$ cat src/include/supply_monitor_pkg.sv
// Constants, register map and types shared by the supply monitor design.
// Assumes a 100 MHz system clock and an AXI4-Lite register bus.
//
// What this block does
// - Rising request flag wakes from sleep/idle.
// - Request flags stay set until serviced/cleared.
// - Disabled interrupt is never serviced.
// - Servicing grouped clears only grouped flag.
// - Entry pushes only program counter.
// - Re-enabling return restores PC, sets enable.
// - Plain return restores PC only.
// - Control bit 5 is read-only low-voltage flag.
// - Control bit 4 enables the detector.
// - Control bit 3 enables bandgap buffer.
// - Control bits 2:0 select eight thresholds.
// - Bits 7:6 read zero; reset clears all.
// - Flag follows detector, may toggle near threshold.
// - Reference enabled automatically while detector runs.
// - Sleep forces the detector off.
// - Low-voltage request raised after fixed delay.
// - Servicing clears the global interrupt enable.

`default_nettype none

package supply_monitor_pkg;
  localparam int ADDR_W = 4;
  localparam logic [3:0] CTRL_OFFSET = 4'h0;
  localparam logic [3:0] IRQ_ENABLE_OFFSET = 4'h4;
  localparam logic [3:0] IRQ_FLAG_OFFSET = 4'h8;
  localparam logic [3:0] STACK_STATUS_OFFSET = 4'hc;

  localparam int FLAG_BIT = 5;
  localparam int DET_EN_BIT = 4;
  localparam int BANDGAP_BIT = 3;
  localparam int THR_W = 3;
  localparam logic [7:0] CTRL_RESET = 8'h00;
  localparam logic [7:0] CTRL_WRITE_MASK = 8'h1f;

  localparam int GIE_BIT = 0;
  localparam int LV_IE_BIT = 1;
  localparam int GRP_IE_BIT = 2;
  localparam int IE_W = 3;

  localparam int LV_FLAG_BIT = 0;
  localparam int GRP_FLAG_BIT = 1;
  localparam int MEMBER_LSB = 2;
  localparam int MEMBER_N = 2;
  localparam int FLAGS_W = 4;

  localparam int CLK_MHZ = 100;
  localparam int IRQ_DELAY_NS = 15000;
  localparam int IRQ_DELAY_CYCLES = (IRQ_DELAY_NS * CLK_MHZ + 999) / 1000;

  localparam int PC_W = 12;
  localparam int STACK_DEPTH = 4;
  localparam int DEPTH_W = 3;

  localparam logic [1:0] RESP_OKAY = 2'h0;
  localparam logic [1:0] RESP_SLVERR = 2'h2;

  typedef enum logic [0:0] {
    VEC_LOW_VOLTAGE = 1'b0,
    VEC_GROUPED = 1'b1
  } irq_vector_t;
endpackage

`default_nettype wire

$ cat src/hdl/irq_delay_timer.sv
// Qualification timer: fires one pulse once its level input has stayed
// high for COUNT consecutive clocks; assumes a synchronous, clean level.
`timescale 1ns/100ps
`default_nettype none

module irq_delay_timer #(
  parameter int COUNT = 16,
  parameter int W = $clog2(COUNT + 1)
) (
  input wire logic clk, // System clock.
  input wire logic rst, // Synchronous reset, active high.
  input wire logic level, // Level to qualify.
  output logic fire // One-cycle pulse after COUNT high cycles.
);
  logic [W-1:0] count;
  logic done;

  // A drop of the level restarts the wait, so chatter near the
  // threshold never shortens the delay.
  always_ff @(posedge clk) begin
    if (rst || !level) begin
      count <= '0;
      done <= 1'b0;
      fire <= 1'b0;
    end else if (!done) begin
      fire <= (count == W'(COUNT - 1));
      done <= (count == W'(COUNT - 1));
      count <= count + W'(1);
    end else begin
      fire <= 1'b0;
    end
  end
endmodule // irq_delay_timer

`default_nettype wire

$ cat src/hdl/supply_monitor_irq_wakeup.sv
// Supply monitor control, interrupt flags, wake-up and return-address stack.
// Assumes an AXI4-Lite master, an analogue comparator and a core that
// acknowledges vectors and reports its return instructions as pulses.
//
// Added by the designer: the placing of the registers and register access over AXI4-Lite.
`timescale 1ns/100ps
`default_nettype none

module supply_monitor_irq_wakeup (
  input wire logic clk, // System clock, 100 MHz.
  input wire logic rst, // Synchronous reset, active high.
  input wire logic [3:0] s_axi_awaddr, // Write address.
  input wire logic s_axi_awvalid, // Write address valid.
  output logic s_axi_awready, // Write address ready.
  input wire logic [31:0] s_axi_wdata, // Write data.
  input wire logic [3:0] s_axi_wstrb, // Write byte strobes.
  input wire logic s_axi_wvalid, // Write data valid.
  output logic s_axi_wready, // Write data ready.
  output logic [1:0] s_axi_bresp, // Write response.
  output logic s_axi_bvalid, // Write response valid.
  input wire logic s_axi_bready, // Write response ready.
  input wire logic [3:0] s_axi_araddr, // Read address.
  input wire logic s_axi_arvalid, // Read address valid.
  output logic s_axi_arready, // Read address ready.
  output logic [31:0] s_axi_rdata, // Read data.
  output logic [1:0] s_axi_rresp, // Read response.
  output logic s_axi_rvalid, // Read data valid.
  input wire logic s_axi_rready, // Read data ready.
  input wire logic lvd_compare_in, // Raw comparator, high when supply low.
  output logic detector_power_on, // Powers the detector circuits.
  output logic reference_enable, // Powers the detector reference.
  output logic bandgap_buffer_on, // Bandgap buffer enable.
  output logic [2:0] threshold_code, // Selected threshold, 2.0V..4.0V.
  input wire logic [1:0] member_event, // Member source events of group.
  input wire logic sleep_mode, // Core is in sleep mode.
  input wire logic idle_mode, // Core is in idle mode.
  output logic wake_pulse, // One-cycle wake request.
  output logic irq_request, // Vector request to the core.
  output supply_monitor_pkg::irq_vector_t irq_vector, // Requested vector.
  input wire logic service_ack, // Core takes the vector.
  input wire logic [11:0] return_pc, // Program counter to push.
  input wire logic ret_pulse, // Plain return executed.
  input wire logic return_reenable_instr_pulse, // Re-enabling return executed.
  output logic [11:0] resume_pc // Popped program counter.
);
  logic [7:0] control;
  logic [supply_monitor_pkg::IE_W-1:0] irq_enable;
  logic [supply_monitor_pkg::FLAGS_W-1:0] flags;
  logic [supply_monitor_pkg::FLAGS_W-1:0] next_flags;
  logic [supply_monitor_pkg::FLAGS_W-1:0] svc_clear;
  logic [supply_monitor_pkg::FLAGS_W-1:0] hw_set;
  logic cmp_meta, cmp_sync, low_voltage_flag, lv_fire;
  logic aw_held, w_held;
  logic [3:0] wr_addr;
  logic [31:0] wr_data;
  logic [3:0] wr_strb;
  logic wr_fire, wr_ctrl, wr_ie, wr_flags;
  logic [31:0] read_value;
  logic read_ok;
  logic [supply_monitor_pkg::PC_W-1:0] stack_mem [supply_monitor_pkg::STACK_DEPTH];
  logic [supply_monitor_pkg::DEPTH_W-1:0] depth;
  logic stack_full, pending_lv, pending_grp, pop;
  logic [10:0] flag_run;

  // Write channel: address and data are latched independently.
  assign s_axi_awready = !aw_held && !s_axi_bvalid;
  assign s_axi_wready = !w_held && !s_axi_bvalid;
  assign wr_fire = aw_held && w_held && !s_axi_bvalid;
  assign wr_ctrl = wr_fire && wr_strb[0] && wr_addr == supply_monitor_pkg::CTRL_OFFSET;
  assign wr_ie = wr_fire && wr_strb[0] && wr_addr == supply_monitor_pkg::IRQ_ENABLE_OFFSET;
  assign wr_flags = wr_fire && wr_strb[0] && wr_addr == supply_monitor_pkg::IRQ_FLAG_OFFSET;

  always_ff @(posedge clk) begin
    if (rst) begin
      aw_held <= 1'b0;
      w_held <= 1'b0;
      wr_addr <= 4'h0;
      wr_data <= 32'h0;
      wr_strb <= 4'h0;
      s_axi_bvalid <= 1'b0;
      s_axi_bresp <= 2'h0;
    end else begin
      if (s_axi_awvalid && s_axi_awready) begin
        aw_held <= 1'b1;
        wr_addr <= {s_axi_awaddr[3:2], 2'h0};
      end
      if (s_axi_wvalid && s_axi_wready) begin
        w_held <= 1'b1;
        wr_data <= s_axi_wdata;
        wr_strb <= s_axi_wstrb;
      end
      if (wr_fire) begin
        aw_held <= 1'b0;
        w_held <= 1'b0;
        s_axi_bvalid <= 1'b1;
        s_axi_bresp <= (wr_addr == supply_monitor_pkg::STACK_STATUS_OFFSET) ?
                       supply_monitor_pkg::RESP_SLVERR : supply_monitor_pkg::RESP_OKAY;
      end else if (s_axi_bready) begin
        s_axi_bvalid <= 1'b0;
      end
    end
  end

  // Read channel: one word per address, answered one cycle later.
  assign s_axi_arready = !s_axi_rvalid;

  always_comb begin
    read_value = 32'h0;
    read_ok = 1'b1;
    unique case ({s_axi_araddr[3:2], 2'h0})
      supply_monitor_pkg::CTRL_OFFSET: read_value[7:0] = control;
      supply_monitor_pkg::IRQ_ENABLE_OFFSET: read_value[2:0] = irq_enable;
      supply_monitor_pkg::IRQ_FLAG_OFFSET: read_value[3:0] = flags;
      supply_monitor_pkg::STACK_STATUS_OFFSET: read_value[3:0] = {stack_full, depth};
      default: read_ok = 1'b0;
    endcase
  end

  always_ff @(posedge clk) begin
    if (rst) begin
      s_axi_rvalid <= 1'b0;
      s_axi_rdata <= 32'h0;
      s_axi_rresp <= 2'h0;
    end else if (s_axi_arvalid && s_axi_arready) begin
      s_axi_rvalid <= 1'b1;
      s_axi_rdata <= read_value;
      s_axi_rresp <= read_ok ? supply_monitor_pkg::RESP_OKAY : supply_monitor_pkg::RESP_SLVERR;
    end else if (s_axi_rready) begin
      s_axi_rvalid <= 1'b0;
    end
  end

  always_ff @(posedge clk) begin
    if (rst) begin
      cmp_meta <= 1'b0;
      cmp_sync <= 1'b0;
    end else begin
      cmp_meta <= lvd_compare_in;
      cmp_sync <= cmp_meta;
    end
  end

  assign detector_power_on = control[supply_monitor_pkg::DET_EN_BIT] && !sleep_mode;
  assign reference_enable = detector_power_on;
  assign bandgap_buffer_on = control[supply_monitor_pkg::BANDGAP_BIT];
  assign threshold_code = control[supply_monitor_pkg::THR_W-1:0];
  assign low_voltage_flag = cmp_sync && detector_power_on;

  // Read-only flag bit; writable bits, reserved zero.
  always_ff @(posedge clk) begin
    if (rst) begin
      control <= supply_monitor_pkg::CTRL_RESET;
    end else begin
      control[supply_monitor_pkg::FLAG_BIT] <= low_voltage_flag;
      if (wr_ctrl) begin
        control[4:0] <= wr_data[4:0] & supply_monitor_pkg::CTRL_WRITE_MASK[4:0];
      end
    end
  end

  irq_delay_timer #(
    .COUNT(supply_monitor_pkg::IRQ_DELAY_CYCLES)
  ) u_irq_delay (
    .clk(clk),
    .rst(rst),
    .level(low_voltage_flag),
    .fire(lv_fire)
  );

  // Length of the current run of the flag, so the delay check sees the whole wait.
  always_ff @(posedge clk) begin
    if (rst || !low_voltage_flag) begin
      flag_run <= 11'h000;
    end else if (flag_run != 11'h7ff) begin
      flag_run <= flag_run + 11'h001;
    end
  end

  assign pending_lv = flags[supply_monitor_pkg::LV_FLAG_BIT] &&
                      irq_enable[supply_monitor_pkg::LV_IE_BIT];
  assign pending_grp = flags[supply_monitor_pkg::GRP_FLAG_BIT] &&
                       irq_enable[supply_monitor_pkg::GRP_IE_BIT];
  assign stack_full = depth == supply_monitor_pkg::DEPTH_W'(supply_monitor_pkg::STACK_DEPTH);
  assign irq_request = irq_enable[supply_monitor_pkg::GIE_BIT] && !stack_full &&
                       (pending_lv || pending_grp);
  assign irq_vector = pending_lv ? supply_monitor_pkg::VEC_LOW_VOLTAGE :
                      supply_monitor_pkg::VEC_GROUPED;

  // Grouped service clears only grouped flag.
  always_comb begin
    svc_clear = '0;
    hw_set = '0;
    if (service_ack && irq_request) begin
      if (irq_vector == supply_monitor_pkg::VEC_LOW_VOLTAGE) begin
        svc_clear[supply_monitor_pkg::LV_FLAG_BIT] = 1'b1;
      end else begin
        svc_clear[supply_monitor_pkg::GRP_FLAG_BIT] = 1'b1;
      end
    end
    hw_set[supply_monitor_pkg::LV_FLAG_BIT] = lv_fire;
    hw_set[supply_monitor_pkg::GRP_FLAG_BIT] = |member_event;
    hw_set[supply_monitor_pkg::MEMBER_LSB +: supply_monitor_pkg::MEMBER_N] = member_event;
  end

  // Sticky flags, hardware set wins over any clear.
  assign next_flags = (((wr_flags ? wr_data[3:0] : flags) & ~svc_clear) | hw_set);

  always_ff @(posedge clk) begin
    if (rst) begin
      flags <= '0;
      wake_pulse <= 1'b0;
    end else begin
      flags <= next_flags;
      wake_pulse <= (sleep_mode || idle_mode) && |(next_flags & ~flags);
    end
  end

  // Service clears enable; re-enabling return sets it.
  always_ff @(posedge clk) begin
    if (rst) begin
      irq_enable <= '0;
    end else begin
      if (wr_ie) begin
        irq_enable <= wr_data[supply_monitor_pkg::IE_W-1:0];
      end
      if (service_ack && irq_request) begin
        irq_enable[supply_monitor_pkg::GIE_BIT] <= 1'b0;
      end else if (return_reenable_instr_pulse && depth != '0) begin
        irq_enable[supply_monitor_pkg::GIE_BIT] <= 1'b1;
      end
    end
  end

  // Push only the program counter; plain return only pops.
  assign pop = (ret_pulse || return_reenable_instr_pulse) && depth != '0 && !(service_ack && irq_request);

  always_ff @(posedge clk) begin
    if (rst) begin
      depth <= '0;
      resume_pc <= 12'h000;
    end else if (service_ack && irq_request) begin
      stack_mem[depth[1:0]] <= return_pc;
      depth <= depth + supply_monitor_pkg::DEPTH_W'(1);
    end else if (pop) begin
      resume_pc <= stack_mem[2'(depth - supply_monitor_pkg::DEPTH_W'(1))];
      depth <= depth - supply_monitor_pkg::DEPTH_W'(1);
    end
  end
endmodule // supply_monitor_irq_wakeup

`default_nettype wire

$ cat config.mk
export PLATFORM = sky130hd
export DESIGN_NAME = supply_monitor_irq_wakeup
export DESIGN_NICKNAME = d
export VERILOG_FILES = /design/src/include/supply_monitor_pkg.sv /design/src/hdl/irq_delay_timer.sv /design/src/hdl/supply_monitor_irq_wakeup.sv
export SDC_FILE = /design/constraint.sdc
export NUM_CORES = 1
export LEC_CHECK = 0
export BUFFER_PORTS_ARGS = -buffer_cell sky130_fd_sc_hd__buf_2
export CAP_MARGIN = 10
export CORE_ASPECT_RATIO = 1.2
export CORE_MARGIN = 8
export CORE_UTILIZATION = 50
export DETAILED_ROUTE_END_ITERATION = 8
export PLACE_DENSITY = 0.77
export SYNTH_ARGS = -nofsm -noshare
export SYNTH_HDL_FRONTEND = slang
export SYNTH_SLANG_ARGS = --single-unit
$ cat constraint.sdc
create_clock -name clk -period 3.65 [get_ports clk]
set_input_delay 0.365 -clock clk [delete_from_list [all_inputs] [get_ports clk]]
set_output_delay 0.365 -clock clk [all_outputs]
set_load 0.1 [all_outputs]
* Yosys cells after proc, flatten, opt, wreduce, memory -nomap -nowiden
Memory sizes are Yosys's and may differ from the RTL's. A register that Yosys moved wholly into a read port is not among the register bits. Index checks and enable logic that the tools add are counted.
Storage, ports and cells: register bits 54, bits in writable memories 48, output and inout port bits 62, word-level logic and storage cells 106, memories 1
Cells by class: $add $sub $neg 3, equality and inequality tests 8, muxes and demuxes 20, bitwise logic cells 6, reductions and logical operators 47
Memories:
- stack_mem | words 4, width 12, rd ports 1, clocked after memory_dff 1, write ports 1, RTL line supply_monitor_irq_wakeup.sv:60 | logic [supply_monitor_pkg::PC_W-1:0] stack_mem [supply_monitor_pkg::STACK_DEPTH];
Operators by type and width (number):
- logical AND 1 bit | 22
- 2-to-1 mux 1 bit | 12
- case mux 3 bit (4 select lines) | 1
- adder 11 x 1 -> 11 bit (second input constant) | 1
- == test 11 bit (second input constant) | 1
- AND 4 bit | 2
- == test 2 bit (second input constant) | 4
- logical NOT 1 bit | 8
- nonzero test 2 bit | 4
- OR reduction 2 bit | 4
- 2-to-1 mux 2 bit | 3
- 2-to-1 mux 3 bit | 2
- == test 2 x 1 -> 1 bit (second input constant) | 2
- logical NOT 4 bit | 1
- logical OR 1 bit | 4
- 2-to-1 mux 4 bit | 1
- NOT 2 -> 4 bit | 1
- NOT 4 bit | 1
- OR 4 bit | 1
- OR reduction 4 bit | 1
- adder 3 x 1 -> 3 bit (second input constant) | 1
- == test 3 bit (second input constant) | 1
- case mux 1 bit (3 select lines) | 1
- nonzero test 3 bit | 1
- other kinds (4) | 4

* Longest topological paths before layout
Gate-level depths: netlist (run 1).
depth in word-level cells 12, gate-level depth with buffers 10, depth with buffers taken out 6

* Cells and area by module
Synthesis (run 1) repeated with hierarchy kept, for this count alone.
Unflattened totals: cell total of the unflattened synthesis 410, area total of the unflattened synthesis 4785.8 um^2
By module, submodules not included:
- supply_monitor_irq_wakeup | times used 1, cells an instance 347, area each 4199.0 um^2, seq. area each 2442.3 um^2
- irq_delay_timer | times used 1, cells an instance 63, area each 586.8 um^2, seq. area each 260.2 um^2

* Least setup slack after synthesis (run 1)
No wires, ideal clock.
path type flip-flop to flip-flop, start reg s_axi_bvalid, end reg wr_data[4], setup time 0.128 ns, arrival 2.788 ns, setup slack 0.735 ns, cell stages (with the launch flop) 6, buffers on the path 1, period minus slack after synthesis 2.915 ns, cell sequence dfxtp_1 nor2_1 and2_1 buf_2 mux2i_1 nor2_1
Between the ends: word-level cells in the longest chain between the ends 3
RTL lines:
- from (decl) | RTL line supply_monitor_irq_wakeup.sv:20 | output logic s_axi_bvalid,
- from (signal assigned) | RTL line supply_monitor_irq_wakeup.sv:80 | s_axi_bvalid <= 1'b0;
- from (signal assigned) | RTL line supply_monitor_irq_wakeup.sv:95 | s_axi_bvalid <= 1'b1;
- from (signal assigned) | RTL line supply_monitor_irq_wakeup.sv:99 | s_axi_bvalid <= 1'b0;
- logical NOT 1 bit | RTL line supply_monitor_irq_wakeup.sv:67 | assign s_axi_wready = !w_held && !s_axi_bvalid;
- logical AND 1 bit | RTL line supply_monitor_irq_wakeup.sv:67
- via s_axi_wready | RTL line supply_monitor_irq_wakeup.sv:18 | output logic s_axi_wready,
- logical AND 1 bit | RTL line supply_monitor_irq_wakeup.sv:87 | if (s_axi_wvalid && s_axi_wready) begin
- to (signal assigned) | RTL line supply_monitor_irq_wakeup.sv:89 | wr_data <= s_axi_wdata;
- to (decl) | RTL line supply_monitor_irq_wakeup.sv:55 | logic [31:0] wr_data;
The timed path passes the listed nets, and every way through them passes these cells. A chain may end at the register's enable or synchronous reset.

* Worst setup path after layout (run 1)
start reg depth[0] (netlist bit), end mem stack_mem[3][5] (netlist bit), enable pin
Between the ends: word-level cells in the longest chain between the ends 8
RTL lines:
- from (decl) | RTL line supply_monitor_irq_wakeup.sv:61 | logic [supply_monitor_pkg::DEPTH_W-1:0] depth;
- from (signal assigned) | RTL line supply_monitor_irq_wakeup.sv:243 | depth <= depth + supply_monitor_pkg::DEPTH_W'(1);
- from (signal assigned) | RTL line supply_monitor_irq_wakeup.sv:246 | depth <= depth - supply_monitor_pkg::DEPTH_W'(1);
- == test 3 bit | RTL line supply_monitor_irq_wakeup.sv:183 | assign stack_full = depth == supply_monitor_pkg::DEPTH_W'(supply_monitor_pkg::STACK_DEPTH);
- logical NOT 1 bit | RTL line supply_monitor_irq_wakeup.sv:184 | assign irq_request = irq_enable[supply_monitor_pkg::GIE_BIT] && !stack_full &&
- logical AND 1 bit (2 in a row) | RTL line supply_monitor_irq_wakeup.sv:184
- logical AND 1 bit | RTL line supply_monitor_irq_wakeup.sv:241 | end else if (service_ack && irq_request) begin
- 2-to-1 mux 1 bit | RTL line supply_monitor_irq_wakeup.sv:241
- 2-to-1 mux 1 bit | RTL line supply_monitor_irq_wakeup.sv:238 | if (rst) begin
- 2-to-1 mux 1 bit (implied by the code) | RTL line supply_monitor_irq_wakeup.sv:242 | stack_mem[depth[1:0]] <= return_pc;
- to (decl) | RTL line supply_monitor_irq_wakeup.sv:60
Parallel ways exist; a longest one is shown, timed or not.

==> impl_metrics.toml, run 1 <==
[grt]
grt_max_degree = 49
overflow = 0
grt.total_usage = 0.1513
grt_pass1_vias = 3108
grt_pass1_wl_um = 15530
antenna_found_initial = 0

[sta]
tightest_slew_ps = 940.0
max_slew_margin = 0.3710
setup_violations = 0
final.setup_skew_ps = 14.48
max_freq_mhz = 373.9
period_share = 0.7327
final.min_clock_period_ps = 2674
slew_violations = 0
fin_tns_setup_ps = 0
whs_ps = 213.8
rsz0062_at_grt = "false"
report.final.hold_viol_count = 0

[clock_tree]
cts.sinks = 111
ctsHoldBuffers = 0
clk_latency_ps = 350
clk_pin_slew_ps = 90
cts_root_buf = "clkbuf_16"
cts_resized = 0
numCtsBuffers = 9
clockBufferDepth = 2
cts_tree = "built"
post_cts_buffers = 0
htreeDepth = 3

[place]
placed_cell_area_um2 = 5036
numPortBuffers = 69
finalWeightedCongestion = 0.7658
dp_hpwl_um = 6820

[job]
max_cap_viol_count = 0

[yosys]
netlist_area_um2 = 4733
synth_common_cells = "dfxtp_1, edfxtp_1, nor2_1, buf_4, a21oi_1"
async_reset_ff_frac = 0
ys_seq_area_frac = 0.5710
synth_top_flop_cell = "dfxtp_1"
yosys.area.top_type = "edfxtp_1"
post-synth-top-count-cell = "dfxtp_1"
syn_inst = 405
synthTopCellsByArea = "edfxtp_1, dfxtp_1, mux4_2"
syn_avg_cell_area_um2 = 11.69
yosysWarningCount = 0
synth_edf_count = 48
yosysTopAreaCellShare = 0.3045
synth_cell_type_count = 48
ys_ff_latch = 111

[setup_path]
r2r.worst_path.cells = 8
end_kind = "register"
cp_max_fo = 17
crit_path_end = "stack_mem[3][5]"
critPathArrivalTime_ps = 2660
cp-start-kind = "register"
r2r_end = "stack_mem[3][5]"
critPathRequiredTime_ps = 3630
reg2reg_from = "depth[0]"
critPathKind = "reg -> reg"
ff2ff_setup_slack_ps = 980
startpoint = "depth[0]"

[outcome]
status = "completed"

[route]
via_count = 3081
wirelength_um = 9510
drc = 0
avgRoutedWirePerCell_um = 16.04
ant_nets = 0
dr.pass1.iters = 4
vias_per_cell = 5.196
drtIter0Drc = 178

[cells_and_area]
drive_gt1_frac = 0.2362
syn2layout_area_growth_pct = 13.14
nets = 542
design_area_um2 = 5355
final_util = 0.5716
n_antenna_cell = 0

[floorplan]
rows = 39
core_area_um2 = 9369
dieArea_um2 = 12850
die_w_um = 104.8
ios = 133
start_util = 0.5052
die_h_um = 122.6

[power_and_ir_drop]
powerDensity_nw_per_um2 = 695.8
peakVddDrop_mv = 0.7051
leakagePower_nw = 2.059

[min_path]
hold_path.class = "in -> reg"
holdPathStages = 1
==> per-layer routing <==
metal | track usage | up-vias | routed length (um)
li1 | - | 1499 | -
met4 | 0.04379 | 0 | 79
met2 | 0.2538 | 102 | 4704
met5 | 0 | - | 0
met3 | 0.05830 | 6 | 733
met1 | 0.1776 | 1474 | 3992
==> flip-flops by register name (all words and copies together) (netlist names) <==
signal,cells
cmp_sync,1
w_held,1
s_axi_bresp,1
resume_pc,12
control,6
stack_mem,48
depth,3
wr_addr,2
aw_held,1
wr_strb,1
flags,4
wake_pulse,1
cmp_meta,1
s_axi_rvalid,1
u_irq_delay.done,1
u_irq_delay.fire,1
irq_enable,3
s_axi_bvalid,1
wr_data,5
u_irq_delay.count,11
s_axi_rdata,6
==> layout make-up <==
cell class	instances	area, um2
fillers	789	4014
flip-flops and latches	111	2703
multi-input cells	259	1763
repair buffers	73	375.4
clock buffers	9	225.2
well taps	123	153.9
clock inverters	7	93.84
inverters	11	41.29
==> worst min path at each step <==
stage	end	from	slack (ps)
6_report	stack_mem[3][4]	return_pc[4]	210
4_1_cts	stack_mem[3][4]	return_pc[4]	200
5_1_grt	stack_mem[1][10]	return_pc[10]	210
3_5_place_dp	cmp_sync	cmp_meta	440
2_1_floorplan	cmp_sync	cmp_meta	410
3_3_place_gp	cmp_sync	cmp_meta	420
==> cells in the final DEF, fill, tap and decap left out, drive strengths merged, types with 2 or more instances in the layout <==
cell     n
nor2    42
nor3     8
xor2     5
and4b    2
nor3b    2
o21ai   16
nand2   16
nand3b   2
buf     73
mux2i   20
nor2b    9
conb    29
a22oi    2
clkbuf   9
inv     16
mux4    15
and2     7
clkinv   2
xnor2    4
nand2b   5
ha       6
edfxtp  48
nand4    6
dfxtp   63
or3      2
nand3   18
and3     2
a31oi    2
a21oi   25
==> report_power, final <==
part	internal (mW)	switching (mW)	total (mW)
clock	0.504	0.509	1.01
combinational	0.330	0.936	1.27
sequential	1.38	0.0657	1.45
==> through the flow <==
stage          worst slack (ps)  std cells  total power [mW]
3_3_place_gp               1048        577             2.728
6_report                  975.8        593             3.726
3_5_place_dp              958.1        577             2.750
2_1_floorplan             734.9        433             2.555
5_1_grt                   699.1        593             3.882
4_1_cts                   943.3        593             3.757
==> worst max-delay path: stages, from the launching register on <==
cell     delay (ps)
dfxtp_1         310
buf_4           290
inv_1           150
ha_1            280
nand2_1         140
nand4_2         100
buf_4           220
nor2_1          200
and2_1          610
==> kinds of logic after synthesis <==
group | synth area share
adders and majority gates | 0.01586
xor gates and xnor gates | 0.01665
muxes | 0.1160
other | 0.0007923
DFF | 0.5710
buffers and inverters | 0.07877
and+or+nand+nor | 0.1359
AOI/OAI and AO/OA | 0.06503
No activity file was read; power rests on OpenSTA's default activity.
==> inputs of run 2 (changes only) <==
clock period = 2.6 ns   (was 3.65 ns; I/O delays follow)
==> impl_metrics.toml, run 2 (synthesis gave the netlist of run 1 again) <==
[route]
wirelength_um = 9818
dr.pass1.iters = 4
avgRoutedWirePerCell_um = 16.42
vias_per_cell = 5.217
via_count = 3120
drtIter0Drc = 257
ant_nets = 0
drc = 0

[sta]
final.min_clock_period_ps = 2150
period_share = 0.8269
whs_ps = 117.4
setup_violations = 0
max_freq_mhz = 465.2
slew_violations = 0
final.setup_skew_ps = 7.149
tightest_slew_ps = 634.6
fin_tns_setup_ps = 0
max_slew_margin = 0.5769
report.final.hold_viol_count = 0
rsz0062_at_grt = "false"

[setup_path]
cp_max_fo = 7
cp-start-kind = "register"
worst-path-stages = 7
critPathRequiredTime_ps = 2660
crit_family = "simple AND/OR/NAND/NOR gates"
r2r.worst_path.cells = 7
worstPathCellList = "inv_1 -> ha_1 -> nand2_1 -> nand4_2 -> nor2_1 -> and2_1 -> buf_4"
end_kind = "register"
critPathArrivalTime_ps = 2210
slowest_delay_ps = 420
critPathBufInv = 2
critPathKind = "reg -> reg"
ff2ff_setup_slack_ps = 450
slowest_stage = "dfxtp_1"

[floorplan]
start_util = 0.5052
die_w_um = 104.8
core_area_um2 = 9369
dieArea_um2 = 12850
ios = 133
die_h_um = 122.6
rows = 39

[cells_and_area]
syn2layout_area_growth_pct = 14.12
largest_reg_flops = 48
final_common_cell = "buf_2"
drive_gt1_frac = 0.2463
nets = 547
n_antenna_cell = 0
final_cell_mix = "buf_2, dfxtp_1, edfxtp_1, nor2_1, conb_1"

[power_and_ir_drop]
leakagePower_nw = 2.079
peakVddDrop_mv = 0.8604
powerDensity_nw_per_um2 = 971.4

[grt]
grt.total_usage = 0.1570
grt_pass1_vias = 3212
grt_max_degree = 50
grt_pass1_wl_um = 15970
antenna_found_initial = 0
overflow = 0

[clock_tree]
cts_tree = "built"
cts.sinks = 111
cts_resized = 0
htreeDepth = 3
clk_latency_ps = 350
clockBufferDepth = 2
clk_pin_slew_ps = 70
numCtsBuffers = 9
cts_root_buf = "clkbuf_16"
ctsHoldBuffers = 0
post_cts_buffers = 0

[min_path]
holdPathStages = 1
hold_path.class = "in -> reg"

[place]
dp_hpwl_um = 7005
finalWeightedCongestion = 0.8369
numPortBuffers = 69

[job]
max_cap_viol_count = 0

[outcome]
status = "completed"
run 2: per-layer routing:
| metal | up-vias | global-route usage | part of all wire |
|---|---|---|---|
| li1 | 1507 | - | - |
| met1 | 1468 | 0.1786 | 0.40 |
| met2 | 123 | 0.2510 | 0.49 |
| met3 | 22 | 0.06040 | 0.079 |
| met4 | 0 | 0.08847 | 0.029 |
| met5 | - | 0 | 0 |
run 2: worst paths after layout:
kind                          end         start
setup / recovery  stack_mem[3][8]      depth[1]
hold / removal    stack_mem[1][3]  return_pc[3]
setup reg to reg  stack_mem[3][8]      depth[1]
hold reg to reg          cmp_sync      cmp_meta
run 2: metrics by stage:
stage	worst slack [ps]	cells	area, um2	utilization	power (mW)
finish	450.2	598	5401	0.5765	5.247
global route	247.4	598	5401	0.5765	5.468
CTS	446.2	598	5401	0.5765	5.284
detailed placement	468.6	582	5094	0.5437	3.876
global placement	541.2	582	5094	0.5437	3.852
floorplan	83.65	433	4843	-	3.588
run 2: final cells by class:
| class | count | area [um2] |
|---|---|---|
| fillers | 766 | 3968 |
| flip-flops and latches | 111 | 2703 |
| multi-input cells | 259 | 1768 |
| repair buffers | 78 | 427.9 |
| clock buffers | 10 | 229.0 |
| well taps | 123 | 153.9 |
| clock inverters | 6 | 78.83 |
| inverters | 11 | 41.29 |
run 2: where the power goes:
group | total, mW | switching [mW] | internal (mW) | leakage [nW]
sequential | 2.03 | 0.0937 | 1.94 | 0.945
clock | 1.41 | 0.642 | 0.764 | 0.144
combinational | 1.81 | 1.33 | 0.477 | 0.989
total | 5.25 | 2.07 | 3.18 | 2.08
